File: config.mk
export PLATFORM = sky130hd
export DESIGN_NAME = arc_result_config
export DESIGN_NICKNAME = d
export VERILOG_FILES = /design/src/inc/arc_pkg.sv /design/src/inc/arc_cur_if.sv /design/src/rtl/arc_result_config.sv /design/src/rtl/arc_cur_proc.sv
export SDC_FILE = /design/constraint.sdc
export NUM_CORES = 1
export LEC_CHECK = 0
export BUFFER_PORTS_ARGS = -buffer_cell sky130_fd_sc_hd__buf_2
export CORE_UTILIZATION = 50
export CTS_CLUSTER_DIAMETER = 80
export DETAILED_ROUTE_END_ITERATION = 8
export PLACE_DENSITY = 0.71
export SLEW_MARGIN = 10
export SYNTH_ARGS = -nofsm -noshare
export SYNTH_HDL_FRONTEND = slang
export SYNTH_SLANG_ARGS = --single-unit
File: constraint.sdc
create_clock -name core_clk -period 20 [get_ports core_clk]
set_clock_uncertainty 0.15 [all_clocks]
set_input_delay 4 -clock core_clk [delete_from_list [all_inputs] [get_ports core_clk]]
set_output_delay 4 -clock core_clk [all_outputs]
set_load 0.005 [all_outputs]
File: src/inc/arc_pkg.sv
// Register map, field positions and reset values of the converter result logic
package arc_pkg;
	// ====================================================================
	// Byte addresses on the register bus
	localparam logic [31:0] ADDR_CONFIG      = 32'hFFFF051C;
	localparam logic [31:0] ADDR_CUR_RESULT  = 32'hFFFF0520;
	localparam logic [31:0] ADDR_VT_RESULT   = 32'hFFFF0524;
	localparam logic [31:0] ADDR_CUR_OFFSET  = 32'hFFFF0530;
	localparam logic [31:0] ADDR_COUNT_LIMIT = 32'hFFFF0548;
	localparam logic [31:0] ADDR_COUNT       = 32'hFFFF054C;
	localparam logic [31:0] ADDR_THRESHOLD   = 32'hFFFF0550;
	localparam logic [31:0] ADDR_ACCUM       = 32'hFFFF055C;
	localparam logic [31:0] ADDR_FLAGS       = 32'hFFFF0560;
	localparam logic [31:0] ADDR_IRQ_STATUS  = 32'hFFFF0564;
	localparam logic [31:0] ADDR_IRQ_MASK    = 32'hFFFF0568;
	// ====================================================================
	// Extended configuration fields
	localparam int CFG_SWITCHED_GROUND_PIN    = 7;
	localparam int CFG_ACC_EN    = 4;
	localparam int CFG_CMP_EN    = 3;
	localparam int CFG_FAST_TEMP = 1;
	localparam int CFG_CNT_EN    = 0;
	// ====================================================================
	// Converter flag register fields
	localparam int FLG_CUR  = 0;
	localparam int FLG_VOLT = 1;
	localparam int FLG_TEMP = 2;
	localparam int FLG_CMP  = 5;
	localparam logic [7:0] FLG_CLR_CUR = 8'h27;
	localparam logic [7:0] FLG_CLR_VT  = 8'h26;
	// ====================================================================
	// Interrupt status and mask fields
	localparam int IRQ_CUR = 0;
	localparam int IRQ_VT  = 1;
	localparam int IRQ_CMP = 2;
	// ====================================================================
	// Reset values and codes
	localparam logic [7:0]  CONFIG_RST      = 8'h00;
	localparam logic [15:0] LIMIT_RST       = 16'h0001;
	localparam logic [15:0] THRESH_RST      = 16'h0000;
	localparam logic [15:0] RESULT_RST      = 16'h0000;
	localparam logic [2:0]  IRQ_RST         = 3'h0;
	localparam logic [1:0]  INT_SENSOR_SEL  = 2'h2;
	localparam logic [15:0] COUNT_STEP      = 16'h0001;
	localparam logic [1:0]  HRESP_OKAY      = 2'h0;
endpackage

File: src/inc/arc_cur_if.sv
// Link between the register logic and the current channel post-processor
`timescale 1ns/1ps
interface arc_cur_if;
	logic        convValid;
	logic [15:0] convData;
	logic        accEn;
	logic        cmpEn;
	logic        cntEn;
	logic        unipolar;
	logic        reconfig;
	logic [15:0] threshold;
	logic [15:0] limit;
	logic [15:0] count;
	logic [31:0] accum;
	logic        cmpHit;
	logic        countHit;
	modport ctl (
		output convValid, convData, accEn, cmpEn, cntEn, unipolar,
		output reconfig, threshold, limit,
		input  count, accum, cmpHit, countHit
	);
	modport proc (
		input  convValid, convData, accEn, cmpEn, cntEn, unipolar,
		input  reconfig, threshold, limit,
		output count, accum, cmpHit, countHit
	);
endinterface // arc_cur_if

File: src/rtl/arc_result_config.sv
// Converter result registers, extended configuration and offset coefficient
//
// Overview of operation
// - Configuration bit 7 connects the switched ground pin to ground via resistor.
// - Configuration bit 4 enables the accumulator; clear forces it to zero.
// - Bit 3 flags current results whose magnitude reaches the threshold.
// - Bit 1 overrides channel select with internal temperature conversions while it stays set.
// - Bit 0 raises current interrupt only when count reaches the limit.
// - In count mode volt/temp keeps converting; only latest result kept.
// - Current result is held while current ready flag is set.
// - Reading current result clears flags 2:0 and flag 5.
// - Volt/temp result is held while its ready flag is set.
// - With current converter idle, reading volt/temp clears flags 2:1, 5.
// - Sixteen-bit offset coefficient, factory value at reset, writable.
// - Count returns to zero on reaching the limit and restarts.
// - Comparator uses all threshold bits unipolar, low fifteen when signed.
`timescale 1ns/1ps
module arc_result_config #(
	parameter logic [15:0] OFFSET_FACTORY = 16'h0000
) (
	// Clock and reset
	input  wire logic        core_clk,
	input  wire logic        rst,
	// Register bus
	input  wire logic        hsel,
	input  wire logic [31:0] haddr,
	input  wire logic [1:0]  htrans,
	input  wire logic        hwrite,
	input  wire logic [2:0]  hsize,
	input  wire logic [31:0] hwdata,
	input  wire logic        hready,
	output logic             hreadyout,
	output logic [31:0]      hrdata,
	output logic [1:0]       hresp,
	// Current converter
	input  wire logic        curValid,
	input  wire logic [15:0] curData,
	input  wire logic        curActive,
	input  wire logic        curReconfig,
	input  wire logic        unipolar,
	// Volt/temp converter
	input  wire logic        vtValid,
	input  wire logic [15:0] vtData,
	input  wire logic        vtIsTemp,
	input  wire logic [1:0]  vtChanSel,
	output logic [1:0]       vtChanSelEff,
	output logic             fastTempMode,
	// Pin control and interrupt
	output logic             gndSwitchEnable,
	output logic             irq
);
	import arc_pkg::*;

	// ====================================================================
	// State
	logic [7:0]  config_reg;
	logic [7:0]  config_next;
	logic [7:0]  flags_reg;
	logic [7:0]  flags_next;
	logic [15:0] curResult_reg;
	logic [15:0] curResult_next;
	logic [15:0] vtResult_reg;
	logic [15:0] vtResult_next;
	logic [15:0] offset_reg;
	logic [15:0] offset_next;
	logic [15:0] limit_reg;
	logic [15:0] limit_next;
	logic [15:0] threshold_reg;
	logic [15:0] threshold_next;
	logic [2:0]  irqStatus_reg;
	logic [2:0]  irqStatus_next;
	logic [2:0]  irqMask_reg;
	logic [2:0]  irqMask_next;
	logic        wrPend_reg;
	logic        wrPend_next;
	logic [31:0] wrAddr_reg;
	logic [31:0] wrAddr_next;
	logic [31:0] rdData_reg;
	logic [31:0] rdData_next;

	// ====================================================================
	// Combinational helpers
	logic        addrPhase;
	logic        rdAccess;
	logic        wrAccess;
	logic        vtIsTempEff;
	logic        vtHeld;
	logic [7:0]  flagSet;
	logic [7:0]  flagClr;
	logic [2:0]  irqSet;
	logic [2:0]  irqClr;
	logic [31:0] rdMux;

	arc_cur_if curLink ();

	// ====================================================================
	// Current channel post-processor
	arc_cur_proc u_cur_proc (
		.core_clk (core_clk),
		.rst      (rst),
		.cur      (curLink.proc)
	);

	assign curLink.convValid = curValid;
	assign curLink.convData  = curData;
	assign curLink.accEn     = config_reg[CFG_ACC_EN];
	assign curLink.cmpEn     = config_reg[CFG_CMP_EN];
	assign curLink.cntEn     = config_reg[CFG_CNT_EN];
	assign curLink.unipolar  = unipolar;
	assign curLink.reconfig  = curReconfig;
	assign curLink.threshold = threshold_reg;
	assign curLink.limit     = limit_reg;

	// ====================================================================
	// Bus decode
	// Zero wait states: the master idles during every data phase, so a
	// write always lands before the next address phase is sampled.
	assign addrPhase = hsel & hready & htrans[1];
	assign rdAccess  = addrPhase & !hwrite;
	assign wrAccess  = addrPhase & hwrite;

	always_comb
	begin
		rdMux = 32'h00000000;
		unique case (haddr)
			ADDR_CONFIG:      rdMux = {24'h000000, config_reg};
			ADDR_CUR_RESULT:  rdMux = {16'h0000, curResult_reg};
			ADDR_VT_RESULT:   rdMux = {16'h0000, vtResult_reg};
			ADDR_CUR_OFFSET:  rdMux = {16'h0000, offset_reg};
			ADDR_COUNT_LIMIT: rdMux = {16'h0000, limit_reg};
			ADDR_COUNT:       rdMux = {16'h0000, curLink.count};
			ADDR_THRESHOLD:   rdMux = {16'h0000, threshold_reg};
			ADDR_ACCUM:       rdMux = curLink.accum;
			ADDR_FLAGS:       rdMux = {24'h000000, flags_reg};
			ADDR_IRQ_STATUS:  rdMux = {29'h00000000, irqStatus_reg};
			ADDR_IRQ_MASK:    rdMux = {29'h00000000, irqMask_reg};
			default:          rdMux = 32'h00000000;
		endcase
	end

	// ====================================================================
	// Bus capture
	always_comb
	begin
		// Write data follow the address by a cycle, so the address is kept
		wrPend_next = wrAccess;
		wrAddr_next = wrAccess ? haddr : wrAddr_reg;
		rdData_next = rdAccess ? rdMux : rdData_reg;
	end

	always_ff @(posedge core_clk or posedge rst)
	begin
		if (rst)
		begin
			wrPend_reg <= 1'b0;
			wrAddr_reg <= 32'h00000000;
			rdData_reg <= 32'h00000000;
		end
		else
		begin
			wrPend_reg <= wrPend_next;
			wrAddr_reg <= wrAddr_next;
			rdData_reg <= rdData_next;
		end
	end

	// ====================================================================
	// Current result
	always_comb
	begin
		curResult_next = curResult_reg;
		if (curValid && !flags_reg[FLG_CUR])
			curResult_next = curData;
	end

	always_ff @(posedge core_clk or posedge rst)
	begin
		if (rst)
		begin
			curResult_reg <= RESULT_RST;
		end
		else
		begin
			curResult_reg <= curResult_next;
		end
	end

	// ====================================================================
	// Volt/temp result
	always_comb
	begin
		vtHeld = flags_reg[FLG_VOLT] | flags_reg[FLG_TEMP];
		vtResult_next = vtResult_reg;
		// Count mode keeps only the newest result, so hold is waived
		if (vtValid && (!vtHeld || config_reg[CFG_CNT_EN]))
			vtResult_next = vtData;
	end

	always_ff @(posedge core_clk or posedge rst)
	begin
		if (rst)
		begin
			vtResult_reg <= RESULT_RST;
		end
		else
		begin
			vtResult_reg <= vtResult_next;
		end
	end

	// ====================================================================
	// Converter flags
	always_comb
	begin
		// Fast mode result always comes from the internal sensor
		vtIsTempEff = vtIsTemp | config_reg[CFG_FAST_TEMP];
		flagSet = 8'h00;
		flagSet[FLG_CUR]  = curValid;
		flagSet[FLG_VOLT] = vtValid & !vtIsTempEff;
		flagSet[FLG_TEMP] = vtValid & vtIsTempEff;
		flagSet[FLG_CMP]  = curLink.cmpHit;
		flagClr = 8'h00;
		if (rdAccess && haddr == ADDR_CUR_RESULT)
			flagClr = FLG_CLR_CUR;
		else if (rdAccess && haddr == ADDR_VT_RESULT && !curActive)
			flagClr = FLG_CLR_VT;
		// A new event in the clearing cycle survives
		flags_next = (flags_reg & ~flagClr) | flagSet;
	end

	always_ff @(posedge core_clk or posedge rst)
	begin
		if (rst)
		begin
			flags_reg <= 8'h00;
		end
		else
		begin
			flags_reg <= flags_next;
		end
	end

	// ====================================================================
	// Interrupt status
	always_comb
	begin
		irqSet = IRQ_RST;
		irqSet[IRQ_CUR] = config_reg[CFG_CNT_EN] ?
			curLink.countHit : curValid;
		irqSet[IRQ_VT]  = vtValid;
		irqSet[IRQ_CMP] = curLink.cmpHit;
		irqClr = IRQ_RST;
		if (rdAccess && haddr == ADDR_IRQ_STATUS)
			irqClr = 3'h7;
		// An event in the reading cycle is not lost
		irqStatus_next = (irqStatus_reg & ~irqClr) | irqSet;
	end

	always_ff @(posedge core_clk or posedge rst)
	begin
		if (rst)
		begin
			irqStatus_reg <= IRQ_RST;
		end
		else
		begin
			irqStatus_reg <= irqStatus_next;
		end
	end

	// ====================================================================
	// Configuration and interrupt mask
	always_comb
	begin
		config_next  = config_reg;
		irqMask_next = irqMask_reg;
		if (wrPend_reg)
		begin
			unique case (wrAddr_reg)
				// Reserved bits are stored as written
				ADDR_CONFIG:   config_next = hwdata[7:0];
				ADDR_IRQ_MASK: irqMask_next = hwdata[2:0];
				default:       config_next = config_reg;
			endcase
		end
	end

	always_ff @(posedge core_clk or posedge rst)
	begin
		if (rst)
		begin
			config_reg  <= CONFIG_RST;
			irqMask_reg <= IRQ_RST;
		end
		else
		begin
			config_reg  <= config_next;
			irqMask_reg <= irqMask_next;
		end
	end

	// ====================================================================
	// Offset coefficient, count limit and threshold
	always_comb
	begin
		offset_next    = offset_reg;
		limit_next     = limit_reg;
		threshold_next = threshold_reg;
		if (wrPend_reg)
		begin
			unique case (wrAddr_reg)
				ADDR_CUR_OFFSET:  offset_next = hwdata[15:0];
				ADDR_COUNT_LIMIT: limit_next = hwdata[15:0];
				ADDR_THRESHOLD:   threshold_next = hwdata[15:0];
				default:          offset_next = offset_reg;
			endcase
		end
	end

	// Factory offset is a parameter so each part can carry its own
	always_ff @(posedge core_clk or posedge rst)
	begin
		if (rst)
		begin
			offset_reg    <= OFFSET_FACTORY;
			limit_reg     <= LIMIT_RST;
			threshold_reg <= THRESH_RST;
		end
		else
		begin
			offset_reg    <= offset_next;
			limit_reg     <= limit_next;
			threshold_reg <= threshold_next;
		end
	end

	// ====================================================================
	// Outputs
	assign hreadyout       = 1'b1;
	assign hresp           = HRESP_OKAY;
	assign hrdata          = rdData_reg;
	assign gndSwitchEnable = config_reg[CFG_SWITCHED_GROUND_PIN];
	assign fastTempMode    = config_reg[CFG_FAST_TEMP];
	assign vtChanSelEff    = config_reg[CFG_FAST_TEMP] ?
		INT_SENSOR_SEL : vtChanSel;
	assign irq             = |(irqStatus_reg & irqMask_reg);
endmodule // arc_result_config

File: src/rtl/arc_cur_proc.sv
// Current channel result counter, accumulator and threshold comparator
`timescale 1ns/1ps
module arc_cur_proc (
	// Clock and reset
	input wire logic core_clk,
	input wire logic rst,
	// Link to register logic
	arc_cur_if.proc  cur
);
	import arc_pkg::*;

	logic [15:0] count_reg;
	logic [15:0] count_next;
	logic [31:0] accum_reg;
	logic [31:0] accum_next;
	logic [15:0] magnitude;
	logic [15:0] compareTh;
	logic [15:0] countInc;
	logic [31:0] sample;

	// ====================================================================
	// Next state
	always_comb
	begin
		magnitude = cur.convData;
		compareTh = cur.threshold;
		sample = {16'h0000, cur.convData};
		if (!cur.unipolar)
		begin
			// Top bit of the threshold is ignored for signed results
			magnitude = cur.convData[15] ?
				16'(~cur.convData + COUNT_STEP) : cur.convData;
			compareTh = {1'b0, cur.threshold[14:0]};
			sample = {{16{cur.convData[15]}}, cur.convData};
		end
		countInc = 16'(count_reg + COUNT_STEP);
		cur.cmpHit = cur.cmpEn & cur.convValid
			& (magnitude >= compareTh);
		cur.countHit = cur.cntEn & cur.convValid
			& (countInc == cur.limit);
		count_next = count_reg;
		if (cur.reconfig | !cur.cntEn)
			count_next = RESULT_RST;
		else if (cur.countHit)
			count_next = RESULT_RST;
		else if (cur.convValid)
			count_next = countInc;
		accum_next = accum_reg;
		if (cur.reconfig | !cur.accEn)
			accum_next = 32'h00000000;
		else if (cur.convValid)
			accum_next = 32'(accum_reg + sample);
		cur.count = count_reg;
		cur.accum = accum_reg;
	end

	// ====================================================================
	// Registers
	always_ff @(posedge core_clk or posedge rst)
	begin
		if (rst)
		begin
			count_reg <= RESULT_RST;
			accum_reg <= 32'h00000000;
		end
		else
		begin
			count_reg <= count_next;
			accum_reg <= accum_next;
		end
	end
endmodule // arc_cur_proc

# Word-level counts from Yosys, hierarchy flattened

Index checks and enable logic that the tools add are counted.

$add $sub $neg: 3
Magnitude comparators: 1
Eq/ne operators: 17
Mux-type cells: 15
Bitwise gates (word level): 22
Reductions and logical operators: 22

Operators with widths:

| operator                                      | count |
|---|---|
| equality test 32 bit, second input constant   | 16 |
| case mux 32 bit (11 select lines)             | 1 |
| 2-to-1 mux 16 bit                             | 6 |
| 2-to-1 mux 32 bit                             | 3 |
| adder 16 x 1 -> 16 bit, second input constant | 2 |
| adder 32 bit                                  | 1 |
| equality test 16 bit                          | 1 |
| greater-or-equal comparator 16 bit            | 1 |
| NOT 16 bit                                    | 1 |
| 2-to-1 mux 6 bit                              | 2 |
| AND 1 bit                                     | 10 |
| AND reduction 2 bit                           | 5 |
| AND 8 bit                                     | 1 |
| NOT 8 bit                                     | 1 |
| bitwise OR 8 x 6 -> 8 bit                     | 1 |
| zero test 1 bit                               | 7 |
| AND 3 bit                                     | 2 |
| logical AND 1 bit                             | 6 |
| bitwise OR 1 bit                              | 4 |
| 2-to-1 mux 3 bit                              | 1 |
| NOT 3 bit                                     | 1 |
| bitwise OR 3 bit                              | 1 |
| nonzero test 3 bit                            | 1 |
| OR reduction 3 bit                            | 1 |
| other kinds (4)                               | 4 |

Register bits: 215
Input bits: 114
Output and inout bits: 40
Logic and storage cells: 94

# Logic depth before layout (Yosys ltp)

Depth in word-level cells: 10
Gate-level depth with buffers: 14
Mapped depth without buffers: 13

# Modules after synthesis

A second synthesis with hierarchy kept.

Cell total of the unflattened synthesis: 1,204
Area, all modules: 12,301.8 um2

By module, submodules not included:

| module            | instances | cells each | area each (um2) | seq. area each (um2) |
|---|---|---|---|---|
| arc_result_config | 1         | 638        | 7,495.9         | 4,080.2 |
| arc_cur_proc      | 1         | 566        | 4,805.9         | 1,201.2 |

# Least setup slack after synthesis

OpenSTA, ideal clock, no wires.

Path kind: input to output
From: in vtChanSel[1]
To: out vtChanSelEff[1]
Data arrival time: 4.267 ns
Required time: 15.850 ns
Slack: 11.583 ns
Cell stages on the path: 1
Path buffers: 0
Path through: or2_2

Cells in the longest elaborated chain, start to end: 1

Ends and longest elaborated chain:

| element          | RTL line                 | RTL |
|---|---|---|
| start, declared  | arc_result_config.sv:45  | `input wire logic [1:0] vtChanSel,` |
| 2-to-1 mux 2 bit | arc_result_config.sv:344 | `assign vtChanSelEff = config_reg[CFG_FAST_TEMP] ?` |
| end, declared    | arc_result_config.sv:46  | `output logic [1:0] vtChanSelEff,` |

No other way between the ends.

# Worst setup path after layout

Same ends and word-level chain as after synthesis.

==> flow_summary.toml <==
[run_status]
outcome = "finished clean"

[sta]
slew_headroom = 0.2706
fmax_mhz = 116.0
setup_tns_ps = 0
tightest_slew_ps = 1094
drv_slew = 0
rsz0062_at_grt = "no"
holdWs_ps = 307.2
final-hold-violation-count = 0
setup_viol = 0
final.period_utilization = 0.4310
period_needed_ps = 8620

[cts]
cts_hold_buf = 0
cts_buffers = 25
insertion_delay_ps = 530
cts-resized-gates = 0
postCtsSetupRepairBufs = 0
path_clk_slew_ps = 50
ctsLongestPathBuffers = 3
clock-sinks = 211
root_buffer = "clkbuf_16"
cts_tree = "yes"
htreeDepth = 1

[worst_setup_path]
worstSetupPathType = "input pin to output pin"
worstPathMaxFanout = 1
cp-startpoint = "vtChanSel[1]"
crit_end = "vtChanSelEff[1]"
rr_endpoint = "u_cur_proc.cur.count[13]"
crit_required_ps = 15850
r2r.worst_path.cells = 10
reg2reg_from = "u_cur_proc.cur.count[0]"
start_kind = "input pin"
setup.worst_path.end_class = "output pin"
worst_ep_arrival_time_ps = 4470
r2r_slack_ps = 15340

[routing]
drtIter0Drc = 796
drc = 0
vias = 9921
ant_nets = 0
first_pass_iters = 7
totalWireLength_um = 31490
wl_per_cell_um = 18.69
vias_per_cell = 5.888

[synthesis]
ys_top_cells_by_count = "210 x dfrtp_1, 203 x nand2_1, 78 x mux2_2"
synth_compound_area_frac = 0.1679
postSynth.asyncResetShare = 1.000
avgSynthCellArea_sq_um = 9.653
synth_top_family_by_area = "simple AND/OR/NAND/NOR gates"
netlist.area_leader.share = 0.4394
yosysWarnings = 0
ys_types = 78
synth-simple-area-share = 0.1752
synth_edf_count = 0
yosysSeqAreaShare = 0.4416
ys_ff_latch = 211
synth_top_flop_cell = "dfrtp_1"
synthAdderAreaFrac = 0.05293
yosysMostFrequentCell = "dfrtp_1"
synth_cells = 1239
synthTopCellsByArea = "dfrtp_1 44%, mux2_2 7.3%, nand2_1 6.4%"
netlist_area_sq_um = 11960
synth_top_cell_by_area = "dfrtp_1"
synth_xor_area_frac = 0.03808
synth_mux_area_frac = 0.08850

[die]
core-area_sq_um = 23470
io-pin-count = 154
start_util = 0.5095
die_x_um = 156.7
die-area_sq_um = 24540
rows = 56
die_h_um = 156.7

[placed_design]
hpwlAfterDp_um = 22400
place_congestion = 0.9013
placed_cell_area_sq_um = 12880
place_inst = 1641
place.port_buffers = 130

[power]
powerDensity_nw_per_um2 = 75.30
peakVddDrop_uv = 51.50
p_leak_nw = 6.698

[global_route]
grt_max_degree = 144
grt_pass1_vias = 9553
grt_pass1_wl_um = 50890
overflow = 0
grt.total_usage = 0.2643
antenna_found_initial = 1

[worst_hold_path]
holdPathStages = 2
min-delay-path-class = "flip-flop to flip-flop"

[final_layout]
drive_gt1_frac = 0.2198
final_util = 0.5844
final_area_sq_um = 13720
layout.nets = 1513
syn2layout_area_growth_pct = 14.70
layout.cells.non_filler = 1685

[job]
max_cap_viol_count = 0
[final cells by class]
class | count | area [sq um]
Clock buffer | 36 | 737.0
Inverter | 35 | 138.9
Fill cell | 2067 | 9754
Sequential cell | 211 | 5281
Multi-Input combinational cell | 929 | 6286
Antenna cell | 1 | 2.502
Timing Repair Buffer | 147 | 778.2
Tap cell | 319 | 399.1
Clock inverter | 7 | 95.09
[routing by layer]
layer,track usage,vias to the layer above,share of wire
met5,0,-,0
met1,0.3632,4857,0.45
met4,0.08543,0,0.028
met3,0.03434,68,0.054
li1,-,4694,-
met2,0.4320,302,0.47
[worst min-delay path by stage]
stage	startpoint	end	slack, ps
floorplan	wrAddr_reg[8]	wrAddr_reg[8]	290
global placement	hrdata[17]	hrdata[17]	290
detailed placement	hrdata[24]	hrdata[24]	300
CTS	hrdata[29]	hrdata[29]	310
global route	hrdata[28]	hrdata[28]	330
finish	hrdata[20]	hrdata[20]	310
[power breakdown]
part / total [mW] / switching (mW) / internal, mW
logic: 0.104 / 0.0603 / 0.0433
clock network: 0.456 / 0.176 / 0.280
registers: 0.473 / 0.0207 / 0.453
total: 1.03 / 0.257 / 0.776
[critical path, cell delays in order]
cell and delay [ps]:
buf_2 90, or2_2 250, buf_2 130
[per-stage QoR]
step / power, mW / worst slack [ps]
3_3_place_gp: 0.5806 / 11380
2_1_floorplan: 0.5444 / 10090
3_5_place_dp: 0.5838 / 11380
6_report: 1.033 / 11380
5_1_grt: 1.074 / 11350
4_1_cts: 1.040 / 11380
[layout by cell type, fill, tap and decap left out, types with 15 or more instances in the layout]
cell type,instances
a21o_1,36
a21oi_1,44
a222oi_1,17
a22oi_1,29
a31oi_1,18
buf_2,130
buf_4,17
clkbuf_16,25
dfrtp_1,210
ha_1,49
inv_1,34
mux2_2,78
mux2i_1,18
nand2_1,203
nand3_1,48
nand4_1,15
nor2_1,58
nor3_1,16
o21ai_0,57
xnor2_1,29
xor2_1,23
[kinds of logic after synthesis]
logic type | Yosys count
compound gates | 290
xor+xnor | 52
fa+ha+maj | 50
buf+inv | 100
flops | 211
mux | 96
other cells | 2
simple gates | 438
(Power assumes the default switching activity.)
